===== config.mk =====
export PLATFORM = sky130hd
export DESIGN_NAME = wd_top
export DESIGN_NICKNAME = d
export VERILOG_FILES = /design/src/core/wd_pkg.sv /design/src/core/wd_step_if.sv /design/src/core/wd_tick.sv /design/src/core/wd_presc.sv /design/src/core/wd_top.sv
export SDC_FILE = /design/constraint.sdc
export NUM_CORES = 1
export LEC_CHECK = 0
export BUFFER_PORTS_ARGS = -buffer_cell sky130_fd_sc_hd__buf_4
export CORE_ASPECT_RATIO = 1.1
export CORE_MARGIN = 3
export CORE_UTILIZATION = 57
export DETAILED_ROUTE_END_ITERATION = 7
export GPL_TIMING_DRIVEN = 0
export PLACE_DENSITY = 0.85
export SYNTH_ARGS = -nofsm -noshare
export SYNTH_HDL_FRONTEND = slang
export SYNTH_SLANG_ARGS = --single-unit

===== constraint.sdc =====
create_clock -name clock_i -period 4.6 [get_ports clock_i]
set_input_delay 0.46 -clock clock_i [delete_from_list [all_inputs] [get_ports clock_i]]
set_output_delay 0.46 -clock clock_i [all_outputs]
set_load 0.005 [all_outputs]

===== src/core/wd_pkg.sv =====
// Shared constants and types of the watchdog block
package wd_pkg;
    // Register offsets on the host register port
    localparam logic [7:0]  OFF_RELOAD  = 8'h00;
    localparam logic [7:0]  OFF_CTRL    = 8'h04;
    localparam logic [7:0]  OFF_KICK    = 8'h08;
    localparam logic [7:0]  OFF_COUNT   = 8'h0C;
    // Control field positions
    localparam int          BIT_EN      = 0;
    localparam int          BIT_TEST    = 1;
    localparam int          BIT_SLEEP   = 2;
    localparam int          BIT_WEEK    = 3;
    localparam int          BIT_DBG     = 4;
    localparam int          CTRL_W      = 5;
    localparam int          CNT_W       = 16;
    // Writable control bits: enable and the three stall enables
    localparam logic [4:0]  CTRL_WMASK  = 5'h1D;
    localparam logic [4:0]  CTRL_RST    = 5'h00;
    localparam logic [15:0] RELOAD_RST  = 16'hFFFF;
    localparam logic [15:0] COUNT_RST   = 16'hFFFF;
    localparam logic [15:0] COUNT_ZERO  = 16'h0000;
    localparam logic [15:0] COUNT_ONE   = 16'h0001;
    localparam logic [31:0] RD_ZERO     = 32'h0000_0000;
    // Slow clock periods per count step
    localparam int          TICKS_PER_STEP = 33;
    localparam logic [5:0]  PRESC_LAST  = 6'(TICKS_PER_STEP - 1);
    localparam logic [5:0]  PRESC_RST   = 6'h00;
    localparam logic [5:0]  PRESC_ONE   = 6'h01;
    // Run states, Gray coded along OFF -> RUN -> STALL
    typedef enum logic [1:0] {
        WD_OFF   = 2'b00,
        WD_RUN   = 2'b01,
        WD_STALL = 2'b11
    } wd_state_t;
endpackage


===== src/core/wd_step_if.sv =====
// Carrier between the slow clock sampler, prescaler and watchdog core
`timescale 1ns/1ps
interface wd_step_if;
    logic tick;   // One cycle per slow clock rising edge
    logic run;    // Counting allowed
    logic clr;    // Restart the prescaler
    logic step;   // One cycle per 33 slow ticks
    modport src   (output tick);
    modport presc (input tick, input run, input clr, output step);
    modport ctrl  (input step, output run, output clr);
endinterface


===== src/core/wd_tick.sv =====
// Slow clock edge detector giving one tick per 32 kHz period
`timescale 1ns/1ps
module wd_tick (
    input  wire logic clock_i,
    input  wire logic rst_i,
    input  wire logic slow_clk_i,
    wd_step_if.src    st
);
    logic prev_reg;
    logic prev_next;
    logic tick_reg;
    logic tick_next;

    // Rising edge of the slow clock; input already synchronous
    always_comb
    begin
        prev_next = slow_clk_i;
        tick_next = slow_clk_i & ~prev_reg; // RQ3
    end

    always_ff @(posedge clock_i)
    begin
        if (rst_i)
        begin
            prev_reg <= 1'b1; // High, so a clock already high at release gives no false tick
            tick_reg <= 1'b0;
        end
        else
        begin
            prev_reg <= prev_next;
            tick_reg <= tick_next;
        end
    end

    assign st.tick = tick_reg;
endmodule


===== src/core/wd_presc.sv =====
// Divider giving one count step per 33 slow clock periods
`timescale 1ns/1ps
module wd_presc (
    input  wire logic clock_i,
    input  wire logic rst_i,
    wd_step_if.presc  st
);
    logic [5:0] presc_reg;
    logic [5:0] presc_next;
    logic       step_reg;
    logic       step_next;

    // Held at zero while stopped so a restart gives a full period
    always_comb
    begin
        presc_next = presc_reg;
        step_next  = 1'b0;
        if (st.clr || !st.run)
        begin
            presc_next = wd_pkg::PRESC_RST; // RQ8
        end
        else if (st.tick)
        begin
            if (presc_reg == wd_pkg::PRESC_LAST)
            begin
                presc_next = wd_pkg::PRESC_RST; // RQ11
                step_next  = 1'b1;
            end
            else
            begin
                presc_next = 6'(presc_reg + wd_pkg::PRESC_ONE);
            end
        end
    end

    always_ff @(posedge clock_i)
    begin
        if (rst_i)
        begin
            presc_reg <= wd_pkg::PRESC_RST;
            step_reg  <= 1'b0;
        end
        else
        begin
            presc_reg <= presc_next;
            step_reg  <= step_next;
        end
    end

    assign st.step = step_reg;
endmodule


===== src/core/wd_top.sv =====
// Watchdog core: registers, run control, countdown and expiry
`timescale 1ns/1ps
// Summary of operation
// [RQ1] While enabled, a missed reload before the interval ends raises expiry.
// [RQ2] Register accesses run on the host clock with no slow clock wait.
// [RQ3] Countdown logic advances only on 32 kHz clock periods.
// [RQ4] System reset returns all registers and logic to defaults; the code keeps the expiry flag, cleared only by system_reset_excl_expiry_i.
// [RQ5] Bits surviving expiry are cleared only by the expiry-excluding reset.
// [RQ6] Expiry gives a one-cycle pulse that resets the controller subsystem.
// [RQ7] Firmware loads the count, then sets enable; enable starts counting.
// [RQ8] Clearing enable stops counting and parks the divider.
// [RQ9] Underflow raises expiry and flags the external reset status bit.
// [RQ10] Counter reloads on load write, enabled kick write, or expiry.
// [RQ11] Count drops by one per 33 slow periods, down to zero.
// [RQ12] Enabled stall inputs freeze the count; release resumes from held value.
// [RQ13] Control bit 4 stalls counting while debug is active.
// [RQ14] Control bit 3 stalls counting while the week timer is active.
// [RQ15] Control bit 2 stalls counting while sleep timer 0 is active.
// [RQ16] Bit 0 enable resets 0; bit 1 reads 0; bits 7:5 reserved.
// [RQ17] Reload register is 16-bit RW, default FFFFh; writes reload counter.
// [RQ18] Kick register is a stateless write strobe; reads return zero.
// [RQ19] Enabled kick write reloads counter from reload value, keeps counting.
// [RQ20] Kick writes are ignored while enable is 0.
// [RQ21] Count register reads current count, FFFFh after system reset.
// [RQ22] Host writes reach the counting logic without lost or doubled strobes.
module wd_top (
    input  wire logic        clock_i,
    input  wire logic        rst_i,
    input  wire logic        system_reset_excl_expiry_i,
    input  wire logic        slow_clk_i,
    input  wire logic [7:0]  reg_addr_i,
    input  wire logic        reg_wr_i,
    input  wire logic        reg_rd_i,
    input  wire logic [31:0] reg_wdata_i,
    input  wire logic        dbg_active_i,
    input  wire logic        week_active_i,
    input  wire logic        sleep_active_i,
    output logic      [31:0] reg_rdata_o,
    output logic             expiry_pulse_o,
    output logic             expired_flag_o
);
    wd_step_if st ();

    logic [15:0]       reload_reg;
    logic [15:0]       reload_next;
    logic [4:0]        ctrl_reg;
    logic [4:0]        ctrl_next;
    logic [15:0]       count_reg;
    logic [15:0]       count_next;
    logic [31:0]       rdata_reg;
    logic [31:0]       rdata_next;
    logic              pulse_reg;
    logic              pulse_next;
    logic              flag_reg;
    logic              flag_next;
    wd_pkg::wd_state_t state_reg;
    wd_pkg::wd_state_t state_next;
    logic              wr_reload;
    logic              wr_ctrl;
    logic              wr_kick;
    logic              dog_enable;
    logic              stall;
    logic              reload_evt;

    // Address match for one register
    function automatic logic reg_hit(input logic [7:0] addr,
                                     input logic [7:0] off);
        reg_hit = (addr == off);
    endfunction

    // Read view of the control register; test and reserved bits read 0
    function automatic logic [31:0] ctrl_view(input logic [4:0] c);
        ctrl_view = 32'(c & wd_pkg::CTRL_WMASK);
    endfunction

    wd_tick u_tick (
        .clock_i    (clock_i),
        .rst_i      (rst_i),
        .slow_clk_i (slow_clk_i),
        .st         (st.src)
    );

    wd_presc u_presc (
        .clock_i (clock_i),
        .rst_i   (rst_i),
        .st      (st.presc)
    );

    // Write strobes, decoded in the host clock cycle of the access
    assign wr_reload  = reg_wr_i & reg_hit(reg_addr_i, wd_pkg::OFF_RELOAD);
    assign wr_ctrl    = reg_wr_i & reg_hit(reg_addr_i, wd_pkg::OFF_CTRL);
    assign wr_kick    = reg_wr_i & reg_hit(reg_addr_i, wd_pkg::OFF_KICK);
    assign dog_enable = ctrl_reg[wd_pkg::BIT_EN];

    // Stall sources, each gated by its own enable
    assign stall = (ctrl_reg[wd_pkg::BIT_DBG]   & dbg_active_i)   // RQ13
                 | (ctrl_reg[wd_pkg::BIT_WEEK]  & week_active_i)  // RQ14
                 | (ctrl_reg[wd_pkg::BIT_SLEEP] & sleep_active_i); // RQ15

    // Any reload restarts the divider so the next interval is whole
    assign reload_evt = wr_reload | (wr_kick & dog_enable) | pulse_next; // RQ20
    // Enable gates counting at once, so a cleared enable never lets one more step in
    assign st.run = (state_reg == wd_pkg::WD_RUN) & dog_enable; // RQ8
    assign st.clr = reload_evt; // RQ22

    // Run state: off, counting, or stalled
    always_comb
    begin
        state_next = state_reg;
        case (state_reg)
            wd_pkg::WD_OFF:
            begin
                if (dog_enable)
                begin
                    state_next = stall ? wd_pkg::WD_STALL : wd_pkg::WD_RUN; // RQ7
                end
            end
            wd_pkg::WD_RUN:
            begin
                if (!dog_enable)
                begin
                    state_next = wd_pkg::WD_OFF; // RQ8
                end
                else if (stall)
                begin
                    state_next = wd_pkg::WD_STALL; // RQ12
                end
            end
            wd_pkg::WD_STALL:
            begin
                if (!dog_enable)
                begin
                    state_next = wd_pkg::WD_OFF;
                end
                else if (!stall)
                begin
                    state_next = wd_pkg::WD_RUN; // RQ12
                end
            end
            default:
            begin
                state_next = wd_pkg::WD_OFF;
            end
        endcase
    end

    always_ff @(posedge clock_i)
    begin
        if (rst_i)
        begin
            state_reg <= wd_pkg::WD_OFF; // RQ4
        end
        else
        begin
            state_reg <= state_next;
        end
    end

    // Host registers: writes take effect at the access edge
    always_comb
    begin
        reload_next = reload_reg;
        ctrl_next   = ctrl_reg;
        if (wr_reload)
        begin
            reload_next = reg_wdata_i[15:0]; // RQ17
        end
        if (wr_ctrl)
        begin
            ctrl_next = reg_wdata_i[4:0] & wd_pkg::CTRL_WMASK; // RQ16
        end
    end

    // Read data is registered, answered on the edge after the request
    always_comb
    begin
        rdata_next = wd_pkg::RD_ZERO;
        if (reg_rd_i)
        begin
            case (reg_addr_i)
                wd_pkg::OFF_RELOAD: rdata_next = 32'(reload_reg);
                wd_pkg::OFF_CTRL:   rdata_next = ctrl_view(ctrl_reg); // RQ16
                wd_pkg::OFF_KICK:   rdata_next = wd_pkg::RD_ZERO;     // RQ18
                wd_pkg::OFF_COUNT:  rdata_next = 32'(count_reg);      // RQ21
                default:            rdata_next = wd_pkg::RD_ZERO;
            endcase
        end
    end

    always_ff @(posedge clock_i)
    begin
        if (rst_i)
        begin
            reload_reg <= wd_pkg::RELOAD_RST; // RQ4
            ctrl_reg   <= wd_pkg::CTRL_RST;
            rdata_reg  <= wd_pkg::RD_ZERO;
        end
        else
        begin
            reload_reg <= reload_next; // RQ2
            ctrl_reg   <= ctrl_next;
            rdata_reg  <= rdata_next;
        end
    end

    // Countdown: host reloads win over a step in the same cycle
    always_comb
    begin
        count_next = count_reg;
        pulse_next = 1'b0;
        if (wr_reload)
        begin
            count_next = reg_wdata_i[15:0]; // RQ10
        end
        else if (wr_kick && dog_enable)
        begin
            count_next = reload_reg; // RQ19
        end
        else if (st.step && st.run)
        begin
            if (count_reg == wd_pkg::COUNT_ZERO)
            begin
                count_next = reload_reg; // RQ10
                pulse_next = 1'b1;       // RQ1
            end
            else
            begin
                count_next = 16'(count_reg - wd_pkg::COUNT_ONE); // RQ11
            end
        end
    end

    always_ff @(posedge clock_i)
    begin
        if (rst_i)
        begin
            count_reg <= wd_pkg::COUNT_RST; // RQ21
            pulse_reg <= 1'b0;              // RQ6
        end
        else
        begin
            count_reg <= count_next;
            pulse_reg <= pulse_next; // RQ6
        end
    end

    // Expiry status survives the system reset that expiry itself causes
    always_comb
    begin
        flag_next = flag_reg | pulse_next; // RQ9
    end

    always_ff @(posedge clock_i)
    begin
        if (system_reset_excl_expiry_i)
        begin
            flag_reg <= 1'b0; // RQ5
        end
        else
        begin
            flag_reg <= flag_next;
        end
    end

    assign reg_rdata_o    = rdata_reg;
    assign expiry_pulse_o = pulse_reg;
    assign expired_flag_o = flag_reg;
endmodule


# Word level (Yosys, flattened, before mapping)
# Index checks and enable logic that the tools add are counted.
# totals
regBits	81
word_cells	69
inputBits	49
output_inout_bits	34
# op_classes
n_mux	18
n_eq_ne	9
reduce_logical	12
n_addsub	2
n_bitwise	17
# op_table
op	count
$mux 16	4
$pmux 16 s3	1
$eq 8x4->1 const B	2
$logic_not 16->1	1
$sub 16x1->16 const B	1
$mux 2	6
$and 1x1->1	9
$eq 8x3->1 const B	1
$logic_not 8->1	1
$add 6x1->6 const B	1
$eq 6x6->1 const B	1
$mux 6	1
$ne 3x3->1 const B	2
$pmux 2 s3	1
$mux 1	5
$or 1x1->1	5
$reduce_or 2->1	2
$not 1->1	3
$reduce_and 3->1	1
$reduce_bool 3->1	1
$reduce_or 3->1	1
$eq 2x1->1 const B	1
$eq 2x2->1 const B	1
$logic_and 1x1->1	2
4 further kinds	4

# Depth between registers and ports, before layout
# depth
depth_word	9
mapped_depth	8
ltp_nobuf	7

# Cells and area by module
# From an unflattened synthesis, not the netlist that was laid out.
# hier_totals
cells_unflattened	372
hier_area_um2	3175.5
# by_module_without_submodules
module	n_inst	cells_per_inst	area_each_um2	seq_area_each_um2
wd_top	1	335	2793.9	1121.1
wd_presc	1	33	322.8	140.1
wd_tick	1	4	58.8	40.0

# Worst setup path before layout
# Ideal clock, no wire load.
# synth_timing
kind	input port to flip-flop
startpoint	input reg_addr_i[2]
endpoint	register count_reg[15]
stages	7
setup_time_ps	130
path_slack_ps	2168
arrival_time_ps	2302
n_path_buf	3
required_time_ps	4470
cell_sequence	or4b_2 clkbuf_1 o31a_1 clkbuf_1 clkbuf_1 a221oi_1 o31ai_1
# synth_via
elab_chain_len	5
elab_cells_between_ends	8
classes_between	eq/ne: 1; mux: 2; bitwise: 2; reduce/logical: 3
# synth_rtl
element	line	source
start, declared	wd_top.sv:31	input wire logic [7:0] reg_addr_i,
$eq 8x4->1	wd_top.sv:68	reg_hit = (addr == off);
$and 1x1->1	wd_top.sv:92	assign wr_kick = reg_wr_i & reg_hit(reg_addr_i, wd_pkg::OFF_KICK);
$logic_and 1x1->1	wd_top.sv:215	else if (wr_kick && dog_enable)
$mux 16	wd_top.sv:215	
$mux 16	wd_top.sv:211	if (wr_reload)
end signal, assigned	wd_top.sv:237	count_reg <= wd_pkg::COUNT_RST;
end signal, assigned	wd_top.sv:242	count_reg <= count_next;
end, declared	wd_top.sv:48	logic [15:0] count_reg;
# Parallel ways exist; a longest one is shown, timed or not.
# A chain may end at the register's enable or synchronous reset.

# Worst setup path in the final report
# layout_timing
startpoint	input reg_addr_i[1]
endpoint	register rdata_reg[1], in the netlist reg_rdata_o[1]
# layout_via
elab_chain_len	2
elab_cells_between_ends	4
classes_between	eq/ne: 2; mux: 1; reduce/logical: 1
# layout_rtl
element	line	source
$eq 8x4->1 (tied with other cells)	wd_top.sv:180	case (reg_addr_i)
$pmux 16 s3 (*)	wd_top.sv:180	
end signal, assigned	wd_top.sv:196	rdata_reg <= wd_pkg::RD_ZERO;
end signal, assigned	wd_top.sv:202	rdata_reg <= rdata_next;
end, declared	wd_top.sv:50	logic [31:0] rdata_reg;
# Every way passes the cells marked *; elsewhere a longest branch is shown, timed or not.

==> results_dict.tcl <==
set metrics [dict create \
    ys.flop_type "dfxtp_1" \
    endpoint_kind "flip-flop" \
    syn_to_final_growth_pct 21.8 \
    numCtsBuffers 9 \
    place_area_um2 3740 \
    detail_route.wirelength_mm 8.74 \
    synth_cell_types 54 \
    async_flop_share 0 \
    drive_gt1_frac 0.219 \
    post-route-period-util 0.574 \
    layout_min_cycle_time_ns 2.64 \
    clock_path_buffers 2 \
    fill_cells 435 \
    clock_skew_ns 0.00791 \
    cts_tree "yes" \
    synthTopCellsByArea "dfxtp_1 40%, nor2_1 4.9%, a21oi_1 4.0%, mux2i_1 4.0%, nand2_1 4.0%" \
    ant_nets 0 \
    hold_depth 2 \
    vias_per_cell 5.90 \
    die_width_um 77.6 \
    netlist.area_leader.share 0.405 \
    cp_max_fo 10 \
    synth_area_per_cell_um2 8.56 \
    fin_area_um2 3920 \
    grt_usage 0.271 \
    port_buffers 50 \
    fmax_mhz 379 \
    pwr_density_cell_nw_per_um2 277 \
    path_class "in2reg" \
    overflow 0 \
    drc 0 \
    finalSetupTns_ns 0 \
    finalHoldViolations 0 \
    rows 28 \
    postCtsSetupBuffers 0 \
    htree_levels 3 \
    grt_pass1_wl_mm 14.1 \
    clockRootBuffer "clkbuf_8" \
    crit_required_ns 4.88 \
    worst_pin_slew_ns 0.847 \
    syn_area_um2 3220 \
    syn_inst 376 \
    initial_core_util 0.592 \
    core_area_um2 5430 \
    routabilityCongestion 0.905 \
    dr.pass1.iters 5 \
    cts_hold_buf 0 \
    ys_seq_area_frac 0.405 \
    r2r_cells 8 \
    ios 83 \
    fin_nets 505 \
    synth-edff-count 0 \
    wire_per_inst_um 16.5 \
    ir_drop_mv 0.246 \
    first_iter_violations 299 \
    hp-class "in2reg" \
    maxCapViolations 0 \
    slew_headroom 0.432 \
    dp_hpwl_mm 6.08 \
    leakagePower_nw 1.49 \
    rsz0062_at_grt "no" \
    crit_arrival_ns 2.92 \
    yosysWarnings 0 \
    clkLatencyLatePin_ns 0.35 \
    yosys.area.top_type "dfxtp_1" \
    clk_pin_slew_ns 0.07 \
    crit_path_start_kind "primary input" \
    setup_viol 0 \
    post_cts_resized 0 \
    synth_seq_cells 65 \
    antenna_found_initial 0 \
    dieArea_um2 6580 \
    synth_most_common_cell "dfxtp_1" \
    synth_common_cells "65 x dfxtp_1, 42 x nor2_1, 34 x nand2_1, 26 x a21oi_1, 19 x clkbuf_1" \
    route.vias.total 3134 \
    grt_max_degree 11 \
    grt_pass1_vias 2976 \
    cts_num_sinks 65 \
    status "finished, final reports clean" \
    diodes 0 \
    die_y_um 84.8 \
    maxSlewViolCount 0 \
]
logic make-up (layout without fill, tap and decap cells):
| kind of cell | count (synthesis) | in the layout | synth area share |
|---|---|---|---|
| buf+inv | 49 | 114 | 0.0844 |
| compound gates | 92 | 92 | 0.197 |
| mux | 13 | 13 | 0.0404 |
| fa+ha+maj | 4 | 4 | 0.0156 |
| other cells | 1 | 16 | 0.00117 |
| simple gates | 139 | 139 | 0.222 |
| flops | 65 | 65 | 0.405 |
| xor+xnor | 13 | 13 | 0.0354 |
final timing paths:
| kind | from | end | slack, ns |
|---|---|---|---|
| setup / recovery | reg_addr_i[1] | reg_rdata_o[1] | 1.96 |
| hold / removal | system_reset_excl_expiry_i | expired_flag_o | 0.26 |
| setup reg to reg | count_reg[0] | count_reg[14] | 2.02 |
| hold reg to reg | u_tick.prev_reg | u_tick.st.tick | 0.41 |
final cells by class:
class | count | area (um^2) | share of cell area
buffer | 44 | 253 | 0.0645
inverter | 5 | 18.8 | 0.00479
sequential | 65 | 1300 | 0.332
clock inverter | 4 | 45.0 | 0.0115
clock buffer | 11 | 131 | 0.0335
timing repair buffer | 50 | 375 | 0.0958
multi-input combinational | 277 | 1700 | 0.434
tap | 75 | 93.8 | 0.0239
where the power goes:
part / switching (W) / leakage [nW] / total (W) / internal (W)
clock: 0.000210 / 0.0929 / 0.000454 / 0.000245
sequential: 0.00000107 / 0.525 / 0.000565 / 0.000564
combinational: 0.0000311 / 0.872 / 0.0000653 / 0.0000343
total: 0.000242 / 1.49 / 0.00108 / 0.000843
worst max-delay path: stages:
cell and delay [ns]:
buf_4 0.11, or4_1 0.52, buf_2 0.19, or3_1 0.40
nor3_1 0.36, clkbuf_1 0.53, a22oi_1 0.22, nor2_1 0.13
placed cells by master, fill, tap and decap left out, types with 5 or more instances in the layout:
cell type / n
a211oi_1: 11
a21oi_1: 26
a221oi_1: 5
a22oi_1: 12
buf_4: 66
clkbuf_1: 21
clkbuf_8: 9
conb_1: 16
dfxtp_1: 65
inv_1: 5
mux2i_1: 13
nand2_1: 34
nand3_1: 5
nor2_1: 42
nor3_1: 16
nor4_1: 7
o21ai_0: 7
o31ai_1: 5
or3_1: 5
xnor2_1: 7
xor2_1: 6
stage by stage:
stage / cells / total power, W / hold slack [ns] / utilization / setup slack [ns]
after floorplan: 391 / 0.000609 / 0.372 / - / 2.17
after global placement: 516 / 0.000639 / 0.377 / 0.689 / 1.72
after detailed placement: 516 / 0.000641 / 0.380 / 0.689 / 1.68
after CTS: 531 / 0.00109 / 0.255 / 0.722 / 1.99
after global routing: 531 / 0.00112 / 0.253 / 0.722 / 1.81
final: 531 / 0.00108 / 0.256 / 0.722 / 1.96
per-layer routing:
metal  track usage  share of wire  up-vias
li1              -              -     1489
met1         0.321           0.40     1464
met2         0.454           0.49      159
met3        0.0697          0.089       22
met4         0.129          0.022        0
met5             0              0        -
Power figures use the tool's default switching activity.
